## config.mk

```make
export PLATFORM = sky130hd
export DESIGN_NAME = reset_sequencer
export DESIGN_NICKNAME = d
export VERILOG_FILES = /design/src/hdl/reset_sequencer_pkg.sv /design/src/hdl/mcycle_timer.sv /design/src/hdl/reset_sequencer.sv
export VERILOG_INCLUDE_DIRS = /design/src /design/src/hdl
export SDC_FILE = /design/constraint.sdc
export NUM_CORES = 1
export LEC_CHECK = 0
export BUFFER_PORTS_ARGS = -buffer_cell sky130_fd_sc_hd__buf_2
export CAP_MARGIN = 20
export CORE_MARGIN = 2
export CORE_UTILIZATION = 49
export CTS_CLUSTER_SIZE = 14
export DETAILED_ROUTE_END_ITERATION = 12
export PLACE_DENSITY = 0.79
export SETUP_SLACK_MARGIN = 0.2
export SLEW_MARGIN = 30
export SYNTH_ARGS = -nofsm -noshare
export SYNTH_HDL_FRONTEND = slang
export SYNTH_SLANG_ARGS = --single-unit
```

## constraint.sdc

```tcl
create_clock -name clk -period 1.65 [get_ports clk]
set_input_delay 0.2475 -clock clk [delete_from_list [all_inputs] [get_ports clk]]
set_output_delay 0.2475 -clock clk [all_outputs]
set_load 0.005 [all_outputs]
```

## src/hdl/reset_sequencer_defs.svh

```systemverilog
/*
 * Timing counts, reset values and options for the reset sequencer.
 * Assumes inclusion by bare name from the package and design files.
 */
`ifndef RESET_SEQUENCER_DEFS_SVH
`define RESET_SEQUENCER_DEFS_SVH

`define OSC_PER_MCYCLE      12
`define SAMPLE_STATE        5
`define SAMPLE_PHASE        2
`define QUALIFY_MCYCLES     2
`define OSC_SETTLE_PERIODS  1536
`define PORT_RESET_VALUE    8'hff
`define STACK_RESET_VALUE   8'h07
`define POR_OPTION_ON       1'b1

`endif

```

## src/hdl/reset_sequencer_pkg.sv

```systemverilog
/*
 * Types shared by the reset sequencer files.
 * Assumes the defs header is on the include path.
 */
`include "reset_sequencer_defs.svh"

package reset_sequencer_pkg;

	// Phase of the machine cycle: state 1..6, phase 0..1.
	typedef struct packed {
		logic [2:0] state;
		logic       phase;
	} mcycle_pos_t;

	// Reset-state outputs that go to the core and pins together.
	typedef struct packed {
		logic       core_reset;
		logic       port_force;
		logic       ale;
		logic       program_store_strobe_n;
		logic       cpu_clk_en;
	} reset_out_t;

	typedef enum logic [1:0] {
		PWR_WAIT,
		PWR_SETTLE,
		PWR_RUN
	} pwr_state_t;

endpackage : reset_sequencer_pkg

```

## src/hdl/mcycle_timer.sv

```systemverilog
/*
 * Machine cycle timer: divides the oscillator clock into 12-period
 * machine cycles and marks the state 5, phase 2 sampling slot.
 * Assumes clk is the oscillator clock.
 */
`timescale 1ns/1ns
`include "reset_sequencer_defs.svh"

module mcycle_timer #(
	parameter int OSC_PER_MCYCLE = `OSC_PER_MCYCLE
) (
	input  wire logic                              clk,
	input  wire logic                              srst,
	output reset_sequencer_pkg::mcycle_pos_t       pos,
	output logic                                   sample_slot
);

	logic [3:0] osc_cnt_r;
	logic [3:0] osc_cnt_nxt;

	// Counts oscillator periods 0..11 of the current machine cycle.
	always_comb begin
		if (osc_cnt_r == 4'(OSC_PER_MCYCLE - 1)) begin
			osc_cnt_nxt = 4'h0;
		end else begin
			osc_cnt_nxt = osc_cnt_r + 4'h1;
		end
	end

	always_ff @(posedge clk) begin
		if (srst) begin
			osc_cnt_r <= 4'h0;
		end else begin
			osc_cnt_r <= osc_cnt_nxt;
		end
	end

	// Two periods per state; states are numbered from one.
	assign pos.state   = 3'(osc_cnt_r[3:1] + 3'h1);
	assign pos.phase   = osc_cnt_r[0];
	assign sample_slot = (osc_cnt_r == 4'((`SAMPLE_STATE - 1) * 2 + (`SAMPLE_PHASE - 1)));
endmodule : mcycle_timer

```

## src/hdl/reset_sequencer.sv

```systemverilog
/*
 * Reset sequencer of an 8-bit microcontroller: pin sampling and
 * qualification, power-on settle gating, port and strobe reset levels.
 * Assumes clk is the oscillator clock and srst the simulation reset;
 * the power-on detector delivers a synchronous supply-valid level.
 */
// What this block does
// - pin or power-on detector both reset
// - sample pin at state five phase two
// - reset after two high machine cycle samples
// - repeat internal reset while pin high
// - ports forced immediately when pin rises
// - address latch and store strobes high
// - internal RAM untouched by reset
// - port reset levels are parameters, default ones
// - invalid supply drives ports to reset levels
// - gate CPU clock 1536 periods after power-on
// - option removes the power-on detector
`timescale 1ns/1ns
`include "reset_sequencer_defs.svh"

module reset_sequencer #(
	parameter logic [7:0] PORT0_RESET  = `PORT_RESET_VALUE,
	parameter logic [7:0] PORT1_RESET  = `PORT_RESET_VALUE,
	parameter logic [7:0] PORT2_RESET  = `PORT_RESET_VALUE,
	parameter logic [7:0] PORT3_RESET  = `PORT_RESET_VALUE,
	parameter logic       POR_ENABLE   = `POR_OPTION_ON,
	parameter int         SETTLE_COUNT = `OSC_SETTLE_PERIODS
) (
	input  wire logic                           clk,
	input  wire logic                           srst,
	input  wire logic                           reset_pin,
	input  wire logic                           supply_valid,
	output reset_sequencer_pkg::reset_out_t     rst_out,
	output logic [31:0]                         port_reset_levels,
	output logic [7:0]                          stack_reset_value,
	output logic                                ram_write_block
);

	reset_sequencer_pkg::mcycle_pos_t pos;
	logic                             sample_slot;

	// The timer marks the single slot per machine cycle in which the pin is looked at.
	mcycle_timer #(
		.OSC_PER_MCYCLE(`OSC_PER_MCYCLE)
	) u_timer (
		.clk        (clk),
		.srst       (srst),
		.pos        (pos),
		.sample_slot(sample_slot)
	);

	// Pin sampling and qualification state.
	logic       pin_meta_r,   pin_sync_r;
	logic [1:0] high_cnt_r,   high_cnt_nxt;
	logic       pin_rst_r,    pin_rst_nxt;

	// Two flops bring the asynchronous pin in; the first one feeds only the second.
	always_ff @(posedge clk) begin
		if (srst) begin
			pin_meta_r <= 1'b0;
			pin_sync_r <= 1'b0;
		end else begin
			pin_meta_r <= reset_pin;
			pin_sync_r <= pin_meta_r;
		end
	end

	// One sample per machine cycle; two high samples in a row qualify the reset.
	always_comb begin
		high_cnt_nxt = high_cnt_r;
		pin_rst_nxt  = pin_rst_r;
		if (sample_slot) begin
			if (pin_sync_r) begin
				if (high_cnt_r != 2'(`QUALIFY_MCYCLES)) begin
					high_cnt_nxt = high_cnt_r + 2'h1;
				end
				// Reapplied every machine cycle while the pin stays high.
				pin_rst_nxt = (high_cnt_r + 2'h1 >= 2'(`QUALIFY_MCYCLES));
			end else begin
				high_cnt_nxt = 2'h0;
				pin_rst_nxt  = 1'b0;
			end
		end
	end

	always_ff @(posedge clk) begin
		if (srst) begin
			high_cnt_r <= 2'h0;
			pin_rst_r  <= 1'b0;
		end else begin
			high_cnt_r <= high_cnt_nxt;
			pin_rst_r  <= pin_rst_nxt;
		end
	end

	// Power-on settle sequencing.
	reset_sequencer_pkg::pwr_state_t pwr_r, pwr_nxt;
	logic [11:0]                     settle_r, settle_nxt;
	logic                            por_active;

	// Without the detector option the supply is treated as always valid.
	assign por_active = POR_ENABLE & ~supply_valid;

	// Clocks stay gated from the core for SETTLE_COUNT periods after supply turns valid.
	always_comb begin
		pwr_nxt    = pwr_r;
		settle_nxt = settle_r;
		case (pwr_r)
			reset_sequencer_pkg::PWR_WAIT: begin
				settle_nxt = 12'h0;
				if (!POR_ENABLE || supply_valid) begin
					pwr_nxt = reset_sequencer_pkg::PWR_SETTLE;
				end
			end
			reset_sequencer_pkg::PWR_SETTLE: begin
				settle_nxt = settle_r + 12'h1;
				if (settle_r == 12'(SETTLE_COUNT - 1)) begin
					pwr_nxt = reset_sequencer_pkg::PWR_RUN;
				end
			end
			reset_sequencer_pkg::PWR_RUN: begin
				settle_nxt = settle_r;
			end
			default: begin
				pwr_nxt = reset_sequencer_pkg::PWR_WAIT;
			end
		endcase
		if (por_active) begin
			pwr_nxt = reset_sequencer_pkg::PWR_WAIT;
		end
	end

	always_ff @(posedge clk) begin
		if (srst) begin
			pwr_r    <= reset_sequencer_pkg::PWR_WAIT;
			settle_r <= 12'h0;
		end else begin
			pwr_r    <= pwr_nxt;
			settle_r <= settle_nxt;
		end
	end

	// Output group.
	logic core_rst;
	assign core_rst = pin_rst_r | (pwr_r != reset_sequencer_pkg::PWR_RUN);

	// Ports follow the raw pin at once so pins are safe before qualification.
	assign rst_out.port_force             = reset_pin | core_rst | por_active;
	assign rst_out.core_reset             = core_rst;
	assign rst_out.ale                    = core_rst;
	assign rst_out.program_store_strobe_n = core_rst;
	assign rst_out.cpu_clk_en             = (pwr_r == reset_sequencer_pkg::PWR_RUN);
	assign port_reset_levels              = {PORT3_RESET, PORT2_RESET, PORT1_RESET, PORT0_RESET};
	assign stack_reset_value              = `STACK_RESET_VALUE;
	// RAM is never cleared; only writes are blocked while reset stands.
	assign ram_write_block                = core_rst;
endmodule : reset_sequencer

```

* After elaboration in Yosys (flattened, before gate mapping)
Index checks and enable logic that the tools add are counted.
W data, S select, Z words.
** Operators by class
- Add/sub/neg operators :: 3
- Order comparisons :: 1
- Equal/unequal tests :: 9
- Muxes and demuxes :: 6
- Bitwise gates (word level) :: 5
- Reductions and logical operators :: 6
** Operators with widths (count)
- $pmux W12 S2 :: 1
- $add A12 B1 Y12 const B :: 1
- $eq A12 B11 Y1 const B :: 1
- $eq A4 B4 Y1 const B :: 2
- $mux W2 :: 3
- $ne A2 B2 Y1 const B :: 3
- $pmux W2 S3 :: 1
- $add A4 B1 Y4 const B :: 1
- $reduce_and A2 Y1 :: 2
- $reduce_or A2 Y1 :: 2
- $or A1 B1 Y1 :: 3
- $add A2 B1 Y2 const B :: 1
- $eq A2 B1 Y1 const B :: 1
- $eq A2 B2 Y1 const B :: 1
- $ge A2 B2 Y1 const B :: 1
- $logic_not A2 Y1 :: 1
- $ne A2 B1 Y1 const B :: 1
- $not A1 Y1 :: 2
- $reduce_bool A2 Y1 :: 1
- $mux W1 :: 1
** Word-level totals
- Register bits :: 23
- Output and inout bits :: 46
- Logic and storage cells :: 37

* Longest topological paths before layout
Gate-level depths: netlist (run 1).
- Depth in word-level cells :: 4
- Mapped depth :: 5
- Depth with buffers taken out :: 5

* By module
Synthesis (run 1) repeated with hierarchy kept, for this count alone.
** Second synthesis, totals
- Cell total of the unflattened synthesis :: 159
- Area, all modules :: 1411.4 sq um
** By module, submodules not included
- reset_sequencer :: times used 1, cells an instance 138, area each 1191.1 sq um, seq. area each 380.4 sq um
- mcycle_timer :: times used 1, cells an instance 21, area each 220.2 sq um, seq. area each 80.1 sq um

* Worst setup path after synthesis (run 1)
No wires, ideal clock.
- Kind :: reg-to-output
- Start :: register pwr_r[1]
- End :: output port rst_out[3] (netlist bit)
- Arrival :: 1.161 ns
- Required time :: 1.402 ns
- Slack :: 0.242 ns
- Cell stages (with the launch flop) :: 5
- Path buffers :: 1
- Cells stage by stage :: dfxtp_1 > buf_2 > nor2b_1 > nand2b_1 > or3_1
** RTL lines
- from (decl) :: RTL line reset_sequencer.sv:98 : reset_sequencer_pkg::pwr_state_t pwr_r, pwr_nxt;
- from (signal assigned) :: RTL line reset_sequencer.sv:136 : pwr_r <= reset_sequencer_pkg::PWR_WAIT;
- from (signal assigned) :: RTL line reset_sequencer.sv:139 : pwr_r <= pwr_nxt;
- to (decl) :: RTL line reset_sequencer.sv:34 : output reset_sequencer_pkg::reset_out_t rst_out,

==> results of run 1 <==
==> cell usage after synthesis (all sizes together) <==
cell	count
o21ai	5
nand2	3
o211a	1
nand3b	3
and3b	2
a21boi	1
xor2	3
nor2	8
clkbuf	2
or4b	2
o21bai	1
nand2b	2
dfxtp	23
mux2i	2
o31ai	4
nor4	2
and2	1
or2	1
buf	44
nand4	2
nor3	3
a2111oi	1
or3	3
mux2	1
nor2b	3
ha	4
inv	7
nand4b	2
conb	2
or3b	2
nand3	2
a21oi	11
or4	4
nand4bb	1
==> sequential cells by signal, indices dropped and copies added, names as in the netlist <==
| signal | count |
|---|---|
| pin_rst_r | 1 |
| pin_sync_r | 1 |
| pwr_r | 2 |
| pin_meta_r | 1 |
| u_timer.osc_cnt_r | 4 |
| settle_r | 12 |
| high_cnt_r | 2 |
==> worst max-delay path, delay by kind of cell, from the launching register on <==
kind	cells	cell delay, ns
buffers and inverters	1	0.14
flip-flops	1	0.34
AND/OR/NAND/NOR	3	0.57
==> stage by stage <==
stage | cell area (um2) | worst slack, ns | hold slack, ns
4_1_cts | 1360 | 0.0583 | 0.167
6_report | 1460 | 0.0616 | 0.172
3_3_place_gp | 1300 | 0.204 | 0.422
2_1_floorplan | 1530 | 0.242 | 0.331
3_5_place_dp | 1300 | 0.198 | 0.437
5_1_grt | 1460 | -0.00158 | 0.163
==> power by group through the flow <==
| stage | Combinational [mW] | Sequential (mW) | Clock [mW] |
|---|---|---|---|
| 6_report | 0.0665 | 0.578 | 0.257 |
| 3_3_place_gp | 0.0546 | 0.588 | 0 |
| 3_5_place_dp | 0.0548 | 0.588 | 0 |
| 2_1_floorplan | 0.113 | 0.586 | 0 |
| 4_1_cts | 0.0549 | 0.577 | 0.268 |
| 5_1_grt | 0.0785 | 0.579 | 0.281 |
==> cells by family after synthesis <==
| group | count (synthesis) | synth area share [%] |
|---|---|---|
| muxes | 3 | 2.26 |
| DFF | 23 | 33.3 |
| AOI/OAI and AO/OA | 24 | 10.4 |
| adders and majority gates | 4 | 3.62 |
| buffers and inverters | 53 | 26.2 |
| and+or+nand+nor | 46 | 21.8 |
| xor gates and xnor gates | 3 | 1.90 |
| other | 2 | 0.543 |
==> routing by layer <==
layer | vias to the layer above | GRT usage (%) | share of wire [%]
met3 | 2 | 1.36 | 6.8
met2 | 48 | 19.7 | 44
met1 | 462 | 16.8 | 47
met5 | - | 0 | 0
met4 | 0 | 4.98 | 1.7
li1 | 500 | - | -
==> placed cells by master (no fill, tap or decap), types with 3 or more instances in the layout <==
cell / instances
conb_1: 40
dfxtp_1: 16
buf_4: 11
a21oi_1: 9
buf_2: 9
nor2_1: 8
inv_1: 6
dfxtp_2: 6
o21ai_0: 5
o31ai_1: 4
or3_1: 3
nand3b_1: 3
xor2_1: 3
nand2_1: 3
nor3_1: 3
or4_1: 3
clkbuf_4: 3
==> worst paths after layout <==
path                               from                  endpoint  slack, ns  depth (start not counted)
hold / removal                reset_pin     pin_meta_r$_SDFF_PP0_       0.17                          2
setup reg to reg  pwr_r[1]$_SDFFE_PP0P_  settle_r[8]$_SDFFE_PP0P_       0.09                          6
hold reg to reg   pin_meta_r$_SDFF_PP0_     pin_sync_r$_SDFF_PP0_       0.46                          1
setup / recovery  pwr_r[1]$_SDFFE_PP0P_                rst_out[3]       0.06                          4
==> final cells by class <==
| cell class | instances | area (um2) |
|---|---|---|
| Fill cell | 243 | 1250 |
| Sequential cell | 23 | 472 |
| Multi-Input combinational cell | 120 | 742 |
| Clock buffer | 4 | 26.3 |
| Inverter | 7 | 26.3 |
| Tap cell | 31 | 38.8 |
| Timing Repair Buffer | 22 | 150 |
==> repair_timing <==
item                       4_1_cts  5_1_grt
hold buffers                     0        0
pin swaps                        0        7
setup endpoints to repair        7       11
resized for setup                5       15
buffers inserted                 3        7
==> metrics.txt, run 1 <==
Slowest-stage cell, CP dfxtp_2; Comb pwr share 7.4%; ranking of synthesized cells by area dfxtp_1 (33%), buf_4 (23%), a21oi_1 (4.0%); Die Width 57.1 um; Leak 0.596 nW; YS warnings 0; post-route DRC violation count 0; Final Hold Viols 0; Starting DRT DRC Count 23; Worst Path Max Fanout 2; Clk pwr share 28.5%; Tot GR Track Use 12.2%; Sw Ratio 24.0%; syn avg cell area 8.75 um2; Final Cycle Share 96.3%; critical path's largest stage delay 0.34 ns; max cap viols 0; Int Power 0.685 mW; f_max 0.630 GHz; count of input and output buffers 9; clk_lat worst skew 0.31 ns; average wire per standard cell 10.1 um; register clock-pin slew on the reported worst setup and hold paths 0.12 ns; first-pass GRT wire length 3220 um; antenna violations before repair 0; total core area 2710 um2; FF+latch count, synth 23; gr ovfl total 0; Yosys top cell by area dfxtp_1; Die ar. 3260 um2; sequential power share 64.1%; post-synth cell types 37; final WL 2090 um; Critical Path RT 1.40 ns; htree depth 1; vias in the first global route 790; Synth top area share 33.3%; Worst Path Arrival 1.34 ns; Power Density 619 nW/um2; HP Class input pin to register; Initial Util 51.0%; dpl cells 193; Tot Pwr 0.901 mW; CP Cell Sequence nor2b_2, nand2b_1, or3_1, buf_2; type of origin of the critical path register; Cell Area, Synth 1380 um2; Sink Count 23; clock skew 0.00800 ns; clock buffer depth 2; Seq/Total Area, Yosys 33.3%; RSZ-0062 raised after global routing true; io pins 50; antenna viol nets, final 0; TritonCTS clock tree done; Site Rows 19; Num CTS Buffers 3; largest net degree at the start of global routing 13; CP Capture Type output pin; DP Wirelength 1480 um; fin util 53.7%; # nets final 185; peak supply drop 0.410 mV; Root Driver clkbuf_4; fin cells 207; die height 57.1 um; setup tns final 0 ns; area grow syn2layout 5.25%; router iterations before antenna repair 4; vias per cell 4.89; critical path type register to output pin; Psw 0.216 mW; antenna fix cells 0; post-layout minimum cycle time 1.59 ns; Slew Viols, Final 0; cell count after synthesis 158; RePlAce Congestion 0.766; fraction of layout cells with a size suffix above 1 26.7%; Final setup viols 0; status completed; DR vias 1012
No activity file was read; power rests on OpenSTA's default activity.
==> run 2, diff against run 1 <==
--- a/config.mk
+++ b/config.mk
@@ -9,12 +9,11 @@
 export BUFFER_PORTS_ARGS = -buffer_cell sky130_fd_sc_hd__buf_2
 export CAP_MARGIN = 20
 export CORE_MARGIN = 2
-export CORE_UTILIZATION = 49
+export CORE_UTILIZATION = 35
 export CTS_CLUSTER_SIZE = 14
 export DETAILED_ROUTE_END_ITERATION = 12
-export PLACE_DENSITY = 0.79
 export SETUP_SLACK_MARGIN = 0.2
-export SLEW_MARGIN = 30
+export SLEW_MARGIN = 20
 export SYNTH_ARGS = -nofsm -noshare
 export SYNTH_HDL_FRONTEND = slang
 export SYNTH_SLANG_ARGS = --single-unit
==> metrics.txt, run 2 (synthesis results as in run 1) <==
vias in the first global route 804 (was 790); count of input and output buffers 9 (unchanged); clock buffer depth 2 (unchanged); final WL 2190 um (was 2090 um); Die Width 66.9 um (was 57.1 um); setup tns final 0 ns (unchanged); router iterations before antenna repair 4 (unchanged); gr ovfl total 0 (unchanged); Sink Count 23 (unchanged); type of origin of the critical path register (unchanged); die height 66.9 um (was 57.1 um); CP Capture Type output pin (unchanged); DR vias 959 (was 1012); area grow syn2layout 10.2% (was 5.25%); io pins 50 (unchanged); htree depth 1 (unchanged); DP Area 1330 um2 (was 1300 um2); Worst Path Arrival 1.25 ns (was 1.34 ns); Final Hold Viols 0 (unchanged); post-route DRC violation count 0 (unchanged); Final setup viols 0 (unchanged); TritonCTS clock tree done (unchanged); Power Density 652 nW/um2 (was 619 nW/um2); biggest regs settle_r: 12 flops, u_timer.osc_cnt_r: 4 flops (unchanged); antenna violations before repair 0 (unchanged); first-pass GRT wire length 3460 um (was 3220 um); Tot GR Track Use 10.1% (was 12.2%); Die ar. 4470 um2 (was 3260 um2); Starting DRT DRC Count 38 (was 23); post-layout minimum cycle time 1.50 ns (was 1.59 ns); Final Cycle Share 90.9% (was 96.3%); HP Class input pin to register (unchanged); Worst Path Max Fanout 3 (was 2); most common cell after layout, fill and taps aside conb_1 (unchanged); RSZ-0062 raised after global routing true (unchanged); Initial Util 37.2% (was 51.0%); Num CTS Buffers 3 (unchanged); dpl cells 211 (was 193); # nets final 182 (was 185); average wire per standard cell 9.92 um (was 10.1 um); critical path type register to output pin (unchanged); fin cells 221 (was 207); Root Driver clkbuf_8 (was clkbuf_4); Tot Pwr 0.994 mW (was 0.901 mW); antenna fix cells 0 (unchanged); antenna viol nets, final 0 (unchanged); max cap viols 0 (unchanged); Hold WS 0.224 ns (was 0.172 ns); status completed (unchanged); Hold-fix buffers, CTS 0 (unchanged); Critical Path RT 1.40 ns (about the same); f_max 0.667 GHz (was 0.630 GHz); Site Rows 22 (was 19); max reg flops 12 (unchanged); clk_lat worst skew 0.27 ns (was 0.31 ns); largest register by flop count settle_r (unchanged); Slew Viols, Final 0 (unchanged); DP Wirelength 1570 um (was 1480 um); clock skew 0.00217 ns (was 0.00800 ns); Leak 0.601 nW (was 0.596 nW); register clock-pin slew on the reported worst setup and hold paths 0.08 ns (was 0.12 ns); largest net degree at the start of global routing 14 (was 13); RePlAce Congestion 0.721 (was 0.766); peak supply drop 0.294 mV (was 0.410 mV); total core area 3720 um2 (was 2710 um2); most frequent cells in the layout conb_1 (40), dfxtp_1 (13), buf_2 (9), buf_4 (9) (was conb_1 (40), dfxtp_1 (16), buf_4 (11)); final instance area 1520 um2 (was 1460 um2); vias per cell 4.34 (was 4.89); fraction of layout cells with a size suffix above 1 31.2% (was 26.7%)
==> run 2: cell count changes in the layout (fill, tap and decap cells not counted), sizes merged <==
| cell | change |
|---|---|
| clkinv | +1 |
| buf | -3 |
| clkbuf | -1 |
==> run 2: per-stage QoR <==
stage | utilization, % | worst slack, ns
5_1_grt | 41.0 | 0.0889
3_3_place_gp | 35.7 | 0.185
2_1_floorplan | - | 0.242
3_5_place_dp | 35.7 | 0.165
4_1_cts | 38.0 | 0.137
6_report | 41.0 | 0.150
==> run 2: layer usage <==
layer / global-route usage [%] / wire, um / vias up
li1: - / - / 494
met5: 0 / 0 / -
met1: 12.8 / 922 / 443
met4: 3.83 / 22 / 0
met2: 16.5 / 1140 / 19
met3: 2.53 / 103 / 3
==> run 2: final cells by class <==
type,instances,area (um2)
clock buffers,3,41.3
flip-flops and latches,23,478
repair buffers,19,124
clock inverters,1,5.00
fillers,378,2190
well taps,48,60.1
multi-input cells,120,790
inverters,7,26.3
==> run 2: report_power, final <==
group	switching, mW	internal [mW]	total [mW]
clock	0.182	0.169	0.351
combinational	0.0440	0.0229	0.0668
sequential	0.0117	0.565	0.576
total	0.238	0.756	0.994
==> run 2: repair_timing <==
action,4_1_cts,5_1_grt
pin swaps,0,8
gates resized for setup,7,25
setup endpoints to repair,8,11
buffers inserted,3,3
hold endpoints to repair,0,0
==> run 2: worst paths after layout <==
| kind | startpoint | to | slack [ns] | depth (start not counted) |
|---|---|---|---|---|
| worst min register to register | pin_rst_r$_SDFFE_PP0N_ | pin_rst_r$_SDFFE_PP0N_ | 0.46 | 2 |
| worst max register to register | settle_r[0]$_SDFFE_PP0P_ | settle_r[10]$_SDFFE_PP0P_ | 0.22 | 4 |
| worst min-delay path | supply_valid | pwr_r[1]$_SDFFE_PP0P_ | 0.22 | 2 |
| worst max-delay path | pwr_r[1]$_SDFFE_PP0P_ | rst_out[3] | 0.15 | 4 |
==> run 2: critical path: stages (launching register included) <==
cell	delay, ns
dfxtp_2	0.34
nor2b_4	0.15
nand2b_1	0.08
or3_1	0.29
buf_2	0.13
